$ cat src/rtl/ipw_pkg.sv
package ipw_pkg;
  localparam int IRQ_NUM = 47;
  localparam int PRIO_W = 4;
  localparam int ID_W = 6;
  localparam int GRP_W = 3;
  localparam int PRIO_LSB = 4;
  localparam int CTRL_EOP_BIT = 0;
  localparam int CTRL_GRP_LSB = 8;
  localparam int PRIO_MAX_GRP = 3;
  localparam logic [31:0] A_ISER = 32'hE000_E100;
  localparam logic [31:0] A_ICER = 32'hE000_E180;
  localparam logic [31:0] A_ISPR = 32'hE000_E200;
  localparam logic [31:0] A_ICPR = 32'hE000_E280;
  localparam logic [31:0] A_IABR = 32'hE000_E300;
  localparam logic [31:0] A_IPR = 32'hE000_E400;
  localparam logic [31:0] A_IPR_LAST = 32'hE000_E42C;
  localparam logic [31:0] A_CTRL = 32'hE000_E4E0;
  localparam logic [31:0] A_STIR = 32'hE000_EF00;
  localparam logic [31:0] RST_WORD = 32'h0000_0000;
  localparam logic [PRIO_W-1:0] RST_PRIO = 4'h0;
  localparam logic [GRP_W-1:0] RST_GRP = 3'h0;

  typedef struct packed {
    logic [31:0] addr;
    logic [31:0] wdata;
    logic wr;
    logic rd;
    logic priv;
  } ipw_req_t;

  typedef struct packed {
    logic send_event_hint;
    logic wait_for_event_hint;
    logic wait_for_interrupt_hint;
    logic supervisor_call;
    logic no_operation;
  } ipw_hint_t;

  typedef enum logic [1:0] {EXC_IRQ, EXC_NMI, EXC_SVC} ipw_kind_t;

  typedef struct packed {
    logic valid;
    ipw_kind_t kind;
    logic [ID_W-1:0] id;
  } ipw_exc_t;

  typedef enum logic [1:0] {ST_RUN, ST_WFE, ST_WFI} ipw_state_t;
endpackage

$ cat src/rtl/ipw_top.sv
`timescale 1ns/10ps
// Behaviour
// - send-event hint sets local event register and pulses event to other cores
// - wait-for-event with event register set clears it and continues
// - wait-for-event with register clear sleeps until exception, debug or event
// - with event-on-pending set, a newly pending exception wakes wait-for-event
// - wait-for-interrupt sleeps until any exception or any debug request
// - supervisor call raises its exception; immediate operand is ignored
// - no-operation changes no state and takes no cycle here
// - 47 interrupt inputs, each with a 0 to 15 priority
// - lower priority number wins arbitration
// - priority splits into group and subpriority; changeable at any time
// - one nonmaskable interrupt input that masking cannot block
// - state pushed on exception entry and popped on exit by hardware
// - line high while not active makes the interrupt pending
// - rising edge on the line makes the interrupt pending
// - set-pending write or trigger register write makes it pending
// - entering the service routine moves pending to active
// - on return, line high gives pending, otherwise inactive
// - clear-pending is ignored while the line stays high
// - disabled interrupts still go pending but are never taken
// - registers decode in the two assigned private bus ranges
// - privileged registers reject unprivileged access
// - enabling a pending interrupt lets it be taken by priority
module ipw_top
  import ipw_pkg::*;
(
  input wire logic CORE_CLK_I,
  input wire logic RSTN_I,
  input wire logic [IRQ_NUM-1:0] IRQ_I,
  input wire logic NMI_I,
  input wire ipw_hint_t HINT_I,
  input wire logic EVENT_I,
  input wire logic DBG_REQ_I,
  input wire logic DBG_EN_I,
  input wire logic PRIMASK_I,
  input wire ipw_exc_t EXC_ACK_I,
  input wire ipw_exc_t EXC_RET_I,
  input wire ipw_req_t REG_REQ_I,
  output logic [31:0] REG_RDATA_O,
  output ipw_exc_t EXC_REQ_O,
  output logic EVENT_O,
  output logic SLEEP_O,
  output logic STACK_PUSH_O,
  output logic STACK_POP_O
);

  function automatic logic in_bank(logic [31:0] a, logic [31:0] b);
    return (a[31:5] == b[31:5]) && (a[1:0] == 2'b00);
  endfunction

  function automatic logic [IRQ_NUM-1:0] word_to_vec(logic [2:0] w, logic [31:0] d);
    logic [63:0] t;
    t = 64'h0000_0000_0000_0000;
    if (w == 3'h0)
    begin
      t[31:0] = d;
    end
    else if (w == 3'h1)
    begin
      t[63:32] = d;
    end
    return t[IRQ_NUM-1:0];
  endfunction

  function automatic logic [31:0] vec_to_word(logic [2:0] w, logic [IRQ_NUM-1:0] v);
    logic [63:0] t;
    t = {{(64-IRQ_NUM){1'b0}}, v};
    if (w == 3'h0)
    begin
      return t[31:0];
    end
    if (w == 3'h1)
    begin
      return t[63:32];
    end
    return RST_WORD;
  endfunction

  function automatic logic [IRQ_NUM-1:0] one_hot(logic [ID_W-1:0] id);
    logic [63:0] t;
    t = 64'h0000_0000_0000_0001 << id;
    return t[IRQ_NUM-1:0];
  endfunction

  // group part: the low bits beyond the split count as subpriority only
  function automatic logic [PRIO_W-1:0] grp_of(logic [PRIO_W-1:0] p, logic [GRP_W-1:0] g);
    logic [GRP_W-1:0] n;
    n = (g > GRP_W'(PRIO_MAX_GRP)) ? g - GRP_W'(PRIO_MAX_GRP) : 3'h0;
    return p & (4'hF << n);
  endfunction

  logic [IRQ_NUM-1:0] en_q;
  logic [IRQ_NUM-1:0] pend_q;
  logic [IRQ_NUM-1:0] pend_d;
  logic [IRQ_NUM-1:0] act_q;
  logic [IRQ_NUM-1:0] irq_prev_q;
  logic [PRIO_W-1:0] prio_q [IRQ_NUM];
  logic eop_q;
  logic [GRP_W-1:0] grp_q;
  logic ev_q;
  logic nmi_prev_q;
  logic nmi_pend_q;
  logic svc_pend_q;
  ipw_state_t state_q;

  logic wr_ok;
  logic rd_ok;
  logic [2:0] wsel;
  logic [IRQ_NUM-1:0] wvec;
  logic [IRQ_NUM-1:0] en_set;
  logic [IRQ_NUM-1:0] en_clr;
  logic [IRQ_NUM-1:0] sw_set;
  logic [IRQ_NUM-1:0] sw_clr;
  logic [IRQ_NUM-1:0] stir_v;
  logic [IRQ_NUM-1:0] enter_v;
  logic [IRQ_NUM-1:0] exit_v;
  logic [IRQ_NUM-1:0] set_v;
  logic [IRQ_NUM-1:0] clr_v;
  logic priv_hit;
  logic stir_hit;
  logic ipr_hit;
  logic [3:0] ipr_idx;

  // two decode windows; only the trigger register is open to all
  assign stir_hit = (REG_REQ_I.addr == A_STIR);
  assign ipr_hit = (REG_REQ_I.addr >= A_IPR) && (REG_REQ_I.addr <= A_IPR_LAST)
                   && (REG_REQ_I.addr[1:0] == 2'b00);
  assign priv_hit = in_bank(REG_REQ_I.addr, A_ISER) || in_bank(REG_REQ_I.addr, A_ICER)
                    || in_bank(REG_REQ_I.addr, A_ISPR) || in_bank(REG_REQ_I.addr, A_ICPR)
                    || in_bank(REG_REQ_I.addr, A_IABR) || ipr_hit
                    || (REG_REQ_I.addr == A_CTRL);
  assign wr_ok = REG_REQ_I.wr && (REG_REQ_I.priv || stir_hit);
  assign rd_ok = REG_REQ_I.rd && REG_REQ_I.priv;
  assign wsel = REG_REQ_I.addr[4:2];
  assign ipr_idx = REG_REQ_I.addr[5:2];
  assign wvec = word_to_vec(wsel, REG_REQ_I.wdata);

  // misaligned offsets miss every bank and are dropped
  assign en_set = (wr_ok && in_bank(REG_REQ_I.addr, A_ISER)) ? wvec : '0;
  assign en_clr = (wr_ok && in_bank(REG_REQ_I.addr, A_ICER)) ? wvec : '0;
  assign sw_set = (wr_ok && in_bank(REG_REQ_I.addr, A_ISPR)) ? wvec : '0;
  assign sw_clr = (wr_ok && in_bank(REG_REQ_I.addr, A_ICPR)) ? wvec : '0;
  assign stir_v = (wr_ok && stir_hit && (REG_REQ_I.wdata[8:0] < 9'(IRQ_NUM)))
                  ? one_hot(REG_REQ_I.wdata[ID_W-1:0]) : '0;

  // core acknowledges entry; core reports return
  assign enter_v = (EXC_ACK_I.valid && EXC_ACK_I.kind == EXC_IRQ)
                   ? one_hot(EXC_ACK_I.id) : '0;
  assign exit_v = (EXC_RET_I.valid && EXC_RET_I.kind == EXC_IRQ)
                  ? one_hot(EXC_RET_I.id) : '0;

  // enable plays no part in going pending
  assign set_v = (IRQ_I & ~act_q & ~enter_v) | (IRQ_I & ~irq_prev_q)
                 | sw_set | stir_v | (exit_v & IRQ_I);
  // clear-pending only takes when the line is low
  assign clr_v = enter_v | (sw_clr & ~IRQ_I);
  // set wins over clear so an edge in the clear cycle is kept
  assign pend_d = set_v | (pend_q & ~clr_v);

  always_ff @(posedge CORE_CLK_I)
  begin
    if (!RSTN_I)
    begin
      pend_q <= '0;
      irq_prev_q <= '0;
    end
    else
    begin
      pend_q <= pend_d;
      irq_prev_q <= IRQ_I;
    end
  end

  // entry marks active; return drops it
  always_ff @(posedge CORE_CLK_I)
  begin
    if (!RSTN_I)
    begin
      act_q <= '0;
    end
    else
    begin
      act_q <= enter_v | (act_q & ~exit_v);
    end
  end

  always_ff @(posedge CORE_CLK_I)
  begin
    if (!RSTN_I)
    begin
      en_q <= '0;
    end
    else
    begin
      en_q <= en_set | (en_q & ~en_clr);
    end
  end

  // priorities may be rewritten while interrupts are live
  always_ff @(posedge CORE_CLK_I)
  begin
    if (!RSTN_I)
    begin
      for (int i = 0; i < IRQ_NUM; i++)
      begin
        prio_q[i] <= RST_PRIO;
      end
    end
    else if (wr_ok && ipr_hit)
    begin
      for (int k = 0; k < 4; k++)
      begin
        if (int'(ipr_idx) * 4 + k < IRQ_NUM)
        begin
          prio_q[int'(ipr_idx) * 4 + k] <= REG_REQ_I.wdata[8*k+PRIO_LSB +: PRIO_W];
        end
      end
    end
  end

  always_ff @(posedge CORE_CLK_I)
  begin
    if (!RSTN_I)
    begin
      eop_q <= 1'b0;
      grp_q <= RST_GRP;
    end
    else if (wr_ok && REG_REQ_I.addr == A_CTRL)
    begin
      eop_q <= REG_REQ_I.wdata[CTRL_EOP_BIT];
      grp_q <= REG_REQ_I.wdata[CTRL_GRP_LSB +: GRP_W];
    end
  end

  // register read: data stand one cycle after the strobe, zero otherwise
  logic [31:0] rd_val;
  always_comb
  begin
    rd_val = RST_WORD;
    if (in_bank(REG_REQ_I.addr, A_ISER) || in_bank(REG_REQ_I.addr, A_ICER))
    begin
      rd_val = vec_to_word(wsel, en_q);
    end
    else if (in_bank(REG_REQ_I.addr, A_ISPR) || in_bank(REG_REQ_I.addr, A_ICPR))
    begin
      rd_val = vec_to_word(wsel, pend_q);
    end
    else if (in_bank(REG_REQ_I.addr, A_IABR))
    begin
      rd_val = vec_to_word(wsel, act_q);
    end
    else if (ipr_hit)
    begin
      for (int k = 0; k < 4; k++)
      begin
        if (int'(ipr_idx) * 4 + k < IRQ_NUM)
        begin
          rd_val[8*k+PRIO_LSB +: PRIO_W] = prio_q[int'(ipr_idx) * 4 + k];
        end
      end
    end
    else if (REG_REQ_I.addr == A_CTRL)
    begin
      rd_val[CTRL_EOP_BIT] = eop_q;
      rd_val[CTRL_GRP_LSB +: GRP_W] = grp_q;
    end
  end

  always_ff @(posedge CORE_CLK_I)
  begin
    if (!RSTN_I)
    begin
      REG_RDATA_O <= RST_WORD;
    end
    else
    begin
      REG_RDATA_O <= (rd_ok && priv_hit) ? rd_val : RST_WORD;
    end
  end

  // arbitration over pending, enabled, not yet active lines
  logic best_ok;
  logic [ID_W-1:0] best_id;
  logic [PRIO_W-1:0] best_prio;
  logic run_any;
  logic [PRIO_W-1:0] run_grp;
  logic [IRQ_NUM-1:0] cand;
  assign cand = pend_q & en_q & ~act_q;

  always_comb
  begin
    best_ok = 1'b0;
    best_id = '0;
    best_prio = 4'hF;
    run_any = 1'b0;
    run_grp = 4'hF;
    for (int i = 0; i < IRQ_NUM; i++)
    begin
      // strictly lower number wins, lowest index breaks ties
      // a pending line joins as soon as it is enabled
      if (cand[i] && (!best_ok || prio_q[i] < best_prio))
      begin
        best_ok = 1'b1;
        best_id = ID_W'(i);
        best_prio = prio_q[i];
      end
      if (act_q[i] && grp_of(prio_q[i], grp_q) < run_grp)
      begin
        run_grp = grp_of(prio_q[i], grp_q);
      end
      run_any = run_any | act_q[i];
    end
  end

  // only the group part may preempt a running handler
  logic irq_take;
  assign irq_take = best_ok && !PRIMASK_I
                    && (!run_any || grp_of(best_prio, grp_q) < run_grp);

  // nonmaskable request bypasses the mask and the priority gate
  always_comb
  begin
    EXC_REQ_O = '0;
    if (nmi_pend_q)
    begin
      EXC_REQ_O.valid = 1'b1;
      EXC_REQ_O.kind = EXC_NMI;
    end
    else if (svc_pend_q)
    begin
      EXC_REQ_O.valid = 1'b1;
      EXC_REQ_O.kind = EXC_SVC;
    end
    else if (irq_take)
    begin
      EXC_REQ_O.valid = 1'b1;
      EXC_REQ_O.kind = EXC_IRQ;
      EXC_REQ_O.id = best_id;
    end
  end

  always_ff @(posedge CORE_CLK_I)
  begin
    if (!RSTN_I)
    begin
      nmi_prev_q <= 1'b0;
      nmi_pend_q <= 1'b0;
    end
    else
    begin
      nmi_prev_q <= NMI_I;
      nmi_pend_q <= (NMI_I && !nmi_prev_q)
                    || (nmi_pend_q && !(EXC_ACK_I.valid && EXC_ACK_I.kind == EXC_NMI));
    end
  end

  // immediate never reaches this block; handler reads it from the stack
  always_ff @(posedge CORE_CLK_I)
  begin
    if (!RSTN_I)
    begin
      svc_pend_q <= 1'b0;
    end
    else
    begin
      svc_pend_q <= (HINT_I.supervisor_call && state_q == ST_RUN)
                    || (svc_pend_q && !(EXC_ACK_I.valid && EXC_ACK_I.kind == EXC_SVC));
    end
  end

  // stacking strobes follow entry and return with no software step
  always_ff @(posedge CORE_CLK_I)
  begin
    if (!RSTN_I)
    begin
      STACK_PUSH_O <= 1'b0;
      STACK_POP_O <= 1'b0;
    end
    else
    begin
      STACK_PUSH_O <= EXC_ACK_I.valid;
      STACK_POP_O <= EXC_RET_I.valid;
    end
  end

  // wake and event sources
  logic run;
  logic pend_new;
  logic exc_any;
  logic ev_set;
  logic ev_use;
  assign run = (state_q == ST_RUN);
  // a fresh pending exception counts as an event when enabled
  assign pend_new = eop_q && ((|(pend_d & ~pend_q)) || (NMI_I && !nmi_prev_q));
  assign exc_any = |(pend_q & en_q) || nmi_pend_q || svc_pend_q;
  // own hint and outside events both land in the register
  assign ev_set = (HINT_I.send_event_hint && run) || EVENT_I || pend_new;
  // consumed by a hint in run, or by waking from it
  assign ev_use = (run && HINT_I.wait_for_event_hint && ev_q) || (state_q == ST_WFE && ev_q);

  // cleared at reset; a set in the clear cycle wins
  always_ff @(posedge CORE_CLK_I)
  begin
    if (!RSTN_I)
    begin
      ev_q <= 1'b0;
    end
    else
    begin
      ev_q <= ev_set || (ev_q && !ev_use);
    end
  end

  // one-cycle event to the other processors
  always_ff @(posedge CORE_CLK_I)
  begin
    if (!RSTN_I)
    begin
      EVENT_O <= 1'b0;
    end
    else
    begin
      EVENT_O <= HINT_I.send_event_hint && run;
    end
  end

  // the no-operation bit reaches no state; it needs no cycle here
  always_ff @(posedge CORE_CLK_I)
  begin
    if (!RSTN_I)
    begin
      state_q <= ST_RUN;
    end
    else
    begin
      unique case (state_q)
        ST_RUN:
        begin
          if (HINT_I.wait_for_interrupt_hint)
          begin
            state_q <= ST_WFI;
          end
          // sleep only when no event is stored
          else if (HINT_I.wait_for_event_hint && !ev_q)
          begin
            state_q <= ST_WFE;
          end
        end
        ST_WFE:
        begin
          // unmasked exception, enabled debug, or stored event
          if (EXC_REQ_O.valid || (DBG_REQ_I && DBG_EN_I) || ev_q)
          begin
            state_q <= ST_RUN;
          end
        end
        ST_WFI:
        begin
          // debug wakes whether enabled or not
          if (exc_any || DBG_REQ_I)
          begin
            state_q <= ST_RUN;
          end
        end
      endcase
    end
  end

  assign SLEEP_O = !run;
endmodule

$ cat config.mk
export PLATFORM = sky130hd
export DESIGN_NAME = ipw_top
export DESIGN_NICKNAME = d
export VERILOG_FILES = /design/src/rtl/ipw_pkg.sv /design/src/rtl/ipw_top.sv
export SDC_FILE = /design/constraint.sdc
export NUM_CORES = 2
export LEC_CHECK = 0
export ABC_AREA = 1
export BUFFER_PORTS_ARGS = -buffer_cell sky130_fd_sc_hd__buf_2
export CELL_PAD_IN_SITES_DETAIL_PLACEMENT = 0
export CELL_PAD_IN_SITES_GLOBAL_PLACEMENT = 2
export CORE_ASPECT_RATIO = 1.75
export CORE_MARGIN = 3
export CORE_UTILIZATION = 31
export DETAILED_ROUTE_END_ITERATION = 7
export GPL_ROUTABILITY_DRIVEN = 0
export MAX_ROUTING_LAYER = met4
export PLACE_DENSITY = 0.88
export SKIP_LAST_GASP = 1
export SYNTH_ARGS = -nofsm -noshare
export SYNTH_HDL_FRONTEND = slang
export SYNTH_SLANG_ARGS = --single-unit
$ cat constraint.sdc
create_clock -name CORE_CLK_I -period 65.4 [get_ports CORE_CLK_I]
set_input_delay 19.62 -clock CORE_CLK_I [delete_from_list [all_inputs] [get_ports CORE_CLK_I]]
set_output_delay 19.62 -clock CORE_CLK_I [all_outputs]
set_load 0.01 [all_outputs]
Yosys cells after proc, flatten, opt, wreduce, memory -nomap -nowiden --
Memories as Yosys holds them, arrays and structs flattened. Index checks and enable logic that the tools add are counted.
Word-level totals: register bits after elaboration 233, bits in writable memories 188, bits of input ports 144, output and inout port bits 45, word-level logic and storage cells 814, memories kept 1
Memories:
- prio_q | depth 47, bits a word 4, rd ports 51, clocked after memory_dff 0, wr ports 47, RTL line ipw_top.sv:98 | logic [PRIO_W-1:0] prio_q [IRQ_NUM];
Operators by class: add/sub/neg operators 4, order comparisons 102, eq/ne operators 15, shifts and indexed selects 4, muxes and demuxes 289, bitwise operators 121, reduce and logical (&&, ||, !) cells 263
Operators with widths (count):
- AND 47 bit | 11
- 2-to-1 mux 32 bit | 15
- 2-to-1 mux 4 bit | 111
- NOT 47 bit | 8
- OR 47 bit | 8
- less-than comparator 4 bit | 93
- 2-to-1 mux 47 bit | 7
- 2-to-1 mux 6 bit | 51
- AND 4 bit | 48
- << shifter 1 x 6 -> 47 bit, first input constant | 3
- equality test 27 bit, second input constant | 5
- logical AND 1 bit | 129
- less-than comparator 32 x 7 -> 1 bit, second input constant | 3
- OR reduction 47 bit | 2
- 2-to-1 mux 1 bit | 90
- logical OR 1 bit | 67
- equality test 32 bit, second input constant | 2
- logical NOT 1 bit | 54
- OR 1 bit | 46
- >= comparator 32 bit, second input constant | 1
- less-or-equal comparator 32 bit, second input constant | 1
- 2-to-1 mux 15 bit | 2
- 2-to-1 mux 3 bit | 6
- OR reduction 4 bit | 4
- 22 further kinds | 31

Longest topological paths before layout --
depth in word-level cells 198, gate-level depth with buffers 430, depth with buffers taken out 430

Worst setup path after synthesis --
Ideal clock, no wire load.
kind reg2out, start register grp_q[0], end output port EXC_REQ_O[0] (netlist bit), data arrival time 43297 ps, path slack 2483 ps, cell stages (with the launch flop) 249, path buffers 0, cell sequence dfxtp_1 -> ha_1 -> ha_1 -> nand3_1 -> inv_1 -> nor2_1 -> nand4_1 -> nor2_1 -> a21oi_1 -> a21boi_0 -> ha_1 -> a21oi_1 -> o211ai_1 -> o21ai_0 -> ha_1 -> o21ai_1 -> inv_1 -> o211ai_1 -> (+213 left out) -> a211oi_1 -> nand2_1 -> o21ai_0 -> ha_1 -> a211oi_1 -> nand2_1 -> o21ai_0 -> ha_1 -> a211oi_1 -> nand2_1 -> nand2_1 -> o21ai_0 -> ha_1 -> a21oi_1 -> nand2_1 -> nand2_1 -> nand3_2 -> a211oi_1
RTL lines:
- start, declared | RTL line ipw_top.sv:100 | logic [GRP_W-1:0] grp_q;
- start signal, assigned | RTL line ipw_top.sv:232 | grp_q <= REG_REQ_I.wdata[CTRL_GRP_LSB +: GRP_W];
- end, declared | RTL line ipw_top.sv:41 | output ipw_exc_t EXC_REQ_O,

==> results by group <==
Outcome
  • Status: completed

Clock network
  • Clk sink count: 425
  • Clock buffers created by TritonCTS: 42
  • Htree depth: 2
  • CTS tree: built
  • Bufs on Longest Clock Path: 3
  • CTS Hold Bufs: 0
  • Clk root buf: clkbuf_16
  • CTS clk-pin slew, worst paths: 0.06 ns
  • Clk_lat worst skew: 0.63 ns

Flow run
  • Max-Cap Viols: 0

GRT
  • Tot GR Track Use: 0.305
  • Antenna violations before repair: 12
  • Vias in the first global route: 42400
  • Pin count of the biggest net entering global routing: 83
  • First-pass GRT wire length: 265000 um
  • Grt ovf: 0

Worst setup path
  • CP top delay family: compound AO/OA/AOI/OAI gates
  • Crit-path max FO: 8
  • Worst path arrival time: 43.80 ns
  • Kind of critical path: flop to primary output
  • Required @ worst endpoint: 45.78 ns
  • Worst Path Buf+Inv: 47
  • Critical path capture point type: primary output
  • Slowest CP cell: o211ai_1
  • Critical path launch point type: flop
  • Max incr delay on CP: 0.43 ns
  • Reg2Reg Setup Slack: 21.96 ns
  • Most frequent CP cell: nand2_2

Power and ir drop
  • Leak: 24.2 nW
  • PwrDens: 13.9 nW/um2
  • Peak VDD IR: 0.0222 mV

STA
  • Max Freq: 0.0158 GHz
  • Final setup fails: 0
  • Final setup margin: 1.98 ns
  • RSZ-0062 raised after global routing: yes
  • Fin crit period: 63.42 ns
  • Max-slew headroom: 0.134
  • Tcrit/Tclk final: 0.970
  • Final hold vios: 0
  • Max Clock Skew: 0.0301 ns
  • Hold_ws: 0.491 ns
  • Worst slew pin tran: 1.29 ns
  • Fin. max-slew vios: 0

Final layout
  • Finished Cell Area: 49700 um2
  • Ratio of cells with drive above 1 in the final layout: 0.278
  • Non-Filler Instances: 8273
  • Area Growth Syn to Fin: 36.2%
  • Utilization after layout: 0.427
  • # nets final: 7061

Worst hold path
  • HP Class: flop to flop

Detailed routing
  • Final wirelength: 190000 um
  • Antenna violation net count after detailed routing: 0
  • DRT Pass-1 Iters: 6
  • Avg WL per Cell: 23.0 um
  • Residual DRC count: 0
  • Vias/cell: 5.32
  • Via count: 44000
  • DR iter-0 viols: 3407

Placed design
  • Placed Area: 43800 um2
  • Placed Instances: 8075
  • Place WS: -4.59 ns
  • HPWL after detailed placement: 147000 um
  • I/O Buffers: 187

Logic synthesis
  • Yosys top cell by area: edfxtp_1
  • Async set-reset flop share out of synthesis: 0
  • Post-synthesis cell type count: 54
  • Area contributors post-synth: edfxtp_1 (16%), nand2_1 (15%), dfxtp_1 (13%)
  • Ys flop type: dfxtp_1
  • EDFF count, synth: 192
  • Number of synthesized register bits: 425
  • Yosys warning count: 0
  • Area share of the largest cell type after synthesis: 0.158
  • Seq/Total Area, Yosys: 0.286
  • Netlist Area Pre-Place: 36500 um2
  • Avg Cell Area, Syn: 6.21 um2
  • Post-Synthesis Cells: 5869

Floorplanning
  • Initial Utilization: 0.314
  • Num rows: 165
  • DIE AREA: 122000 um2
  • IO Pins: 189
  • Die W: 265 um
  • Die height: 460 um
  • Core area: 116000 um2
placed cells by master, fill, tap and decap left out, types with 20 or more instances in the layout:
cell	instances
ha_4	78
nand3_1	442
buf_2	181
nor2_1	791
clkbuf_16	45
o21ai_1	67
a211oi_4	20
ha_1	102
inv_2	65
o221ai_1	45
edfxtp_1	192
nand2_2	317
nor3_1	83
inv_1	900
o211ai_1	32
o22ai_1	20
buf_4	744
o21ai_4	45
a31oi_1	38
nand2_4	107
a21oi_1	196
nand4_1	34
o21ai_0	309
o21ai_2	107
dfxtp_1	230
buf_6	46
nand2_1	1202
o21bai_1	44
nor4_1	27
Yosys cell counts, types with 7 or more instances:
cell and number:
o21ai_1 22, inv_2 58, nand2_4 55, o221ai_1 45, inv_1 904, a311oi_1 17, o21bai_1 44, o32ai_1 8
o21ai_0 506, a22oi_1 11, a211oi_1 40, a31oi_1 38, nand4_1 34, nor2_1 805, nand2_1 1414, nor3_1 85
ha_1 198, o211ai_1 32, nand2_2 159, clkinv_1 13, o31ai_1 9, edfxtp_1 192, clkbuf_1 155, a221oi_1 7
nor2_2 8, a21oi_1 202, dfxtp_1 233, nand3_1 461, buf_1 11, o22ai_1 20, a32o_1 8, nor4_1 31
final cells by class:
cell class              count  area, um2
diodes                     18       45.0
clock buffers              59       1240
clock inverters            18        240
fillers                 12300      66600
inverters                 975       3670
multi-input cells        4303      25100
flip-flops and latches    425      10400
well taps                1503       1880
repair buffers            972       7030
worst register-to-register path: cells and delay by family, from the launching register on:
| family | cells | cell delay [ns] |
|---|---|---|
| flip-flops | 1 | 0.36 |
| AO/OA/AOI/OAI | 98 | 14.71 |
| adder cells (fa/ha/maj) | 49 | 11.74 |
| buffers and inverters | 46 | 5.22 |
| AND/OR/NAND/NOR | 118 | 11.30 |
cell families (layout without fill, tap and decap cells):
| logic type | after synthesis | count (layout) | synth area share |
|---|---|---|---|
| buf+inv | 1144 | 2024 | 0.118 |
| flops | 425 | 425 | 0.286 |
| simple gates | 3063 | 3063 | 0.362 |
| fa+ha+maj | 198 | 198 | 0.0679 |
| other cells | 1 | 22 | 0.000103 |
| compound gates | 1038 | 1038 | 0.166 |
flip-flops by register name (all words and copies together), names as in the netlist, 2 cells and up:
name / flops
grp_q: 3
state_q: 2
irq_prev_q: 47
pend_q: 47
prio_q: 192
en_q: 47
REG_RDATA_O: 32
act_q: 47
path summary, 6_finish.rpt:
path / from / endpoint / depth (start not counted)
setup / recovery: grp_q[0] / EXC_REQ_O[0] / 308
hold / removal: act_q[23] / act_q[23] / 2
setup reg to reg: grp_q[0] / state_q[0] / 311
hold reg to reg: act_q[23] / act_q[23] / 2
through the flow:
step	total power [mW]	TNS, ns
final	0.692	0
after global routing	0.712	-6.19
after CTS	0.677	0
after detailed placement	0.408	-30.96
after global placement	0.406	-23.90
after floorplan	0.356	0
where the power goes:
part	switching, mW	internal (mW)	leakage (nW)
Combinational	0.0816	0.0385	19.7
Sequential	0.0119	0.288	3.73
Clock	0.120	0.153	0.724
Total	0.213	0.479	24.2
metal layers:
layer / GRT usage / routed length (um)
met5: - / 0
met4: 0.295 / 23200
met3: 0.0502 / 13100
met2: 0.518 / 91200
met1: 0.292 / 62400
timing repair:
action / in CTS / in global routing
pin swaps: 86 / 408
gates resized for setup: 232 / 704
buffers inserted: 30 / 110
setup endpoints to repair: 7 / 7
(Power assumes the default switching activity.)
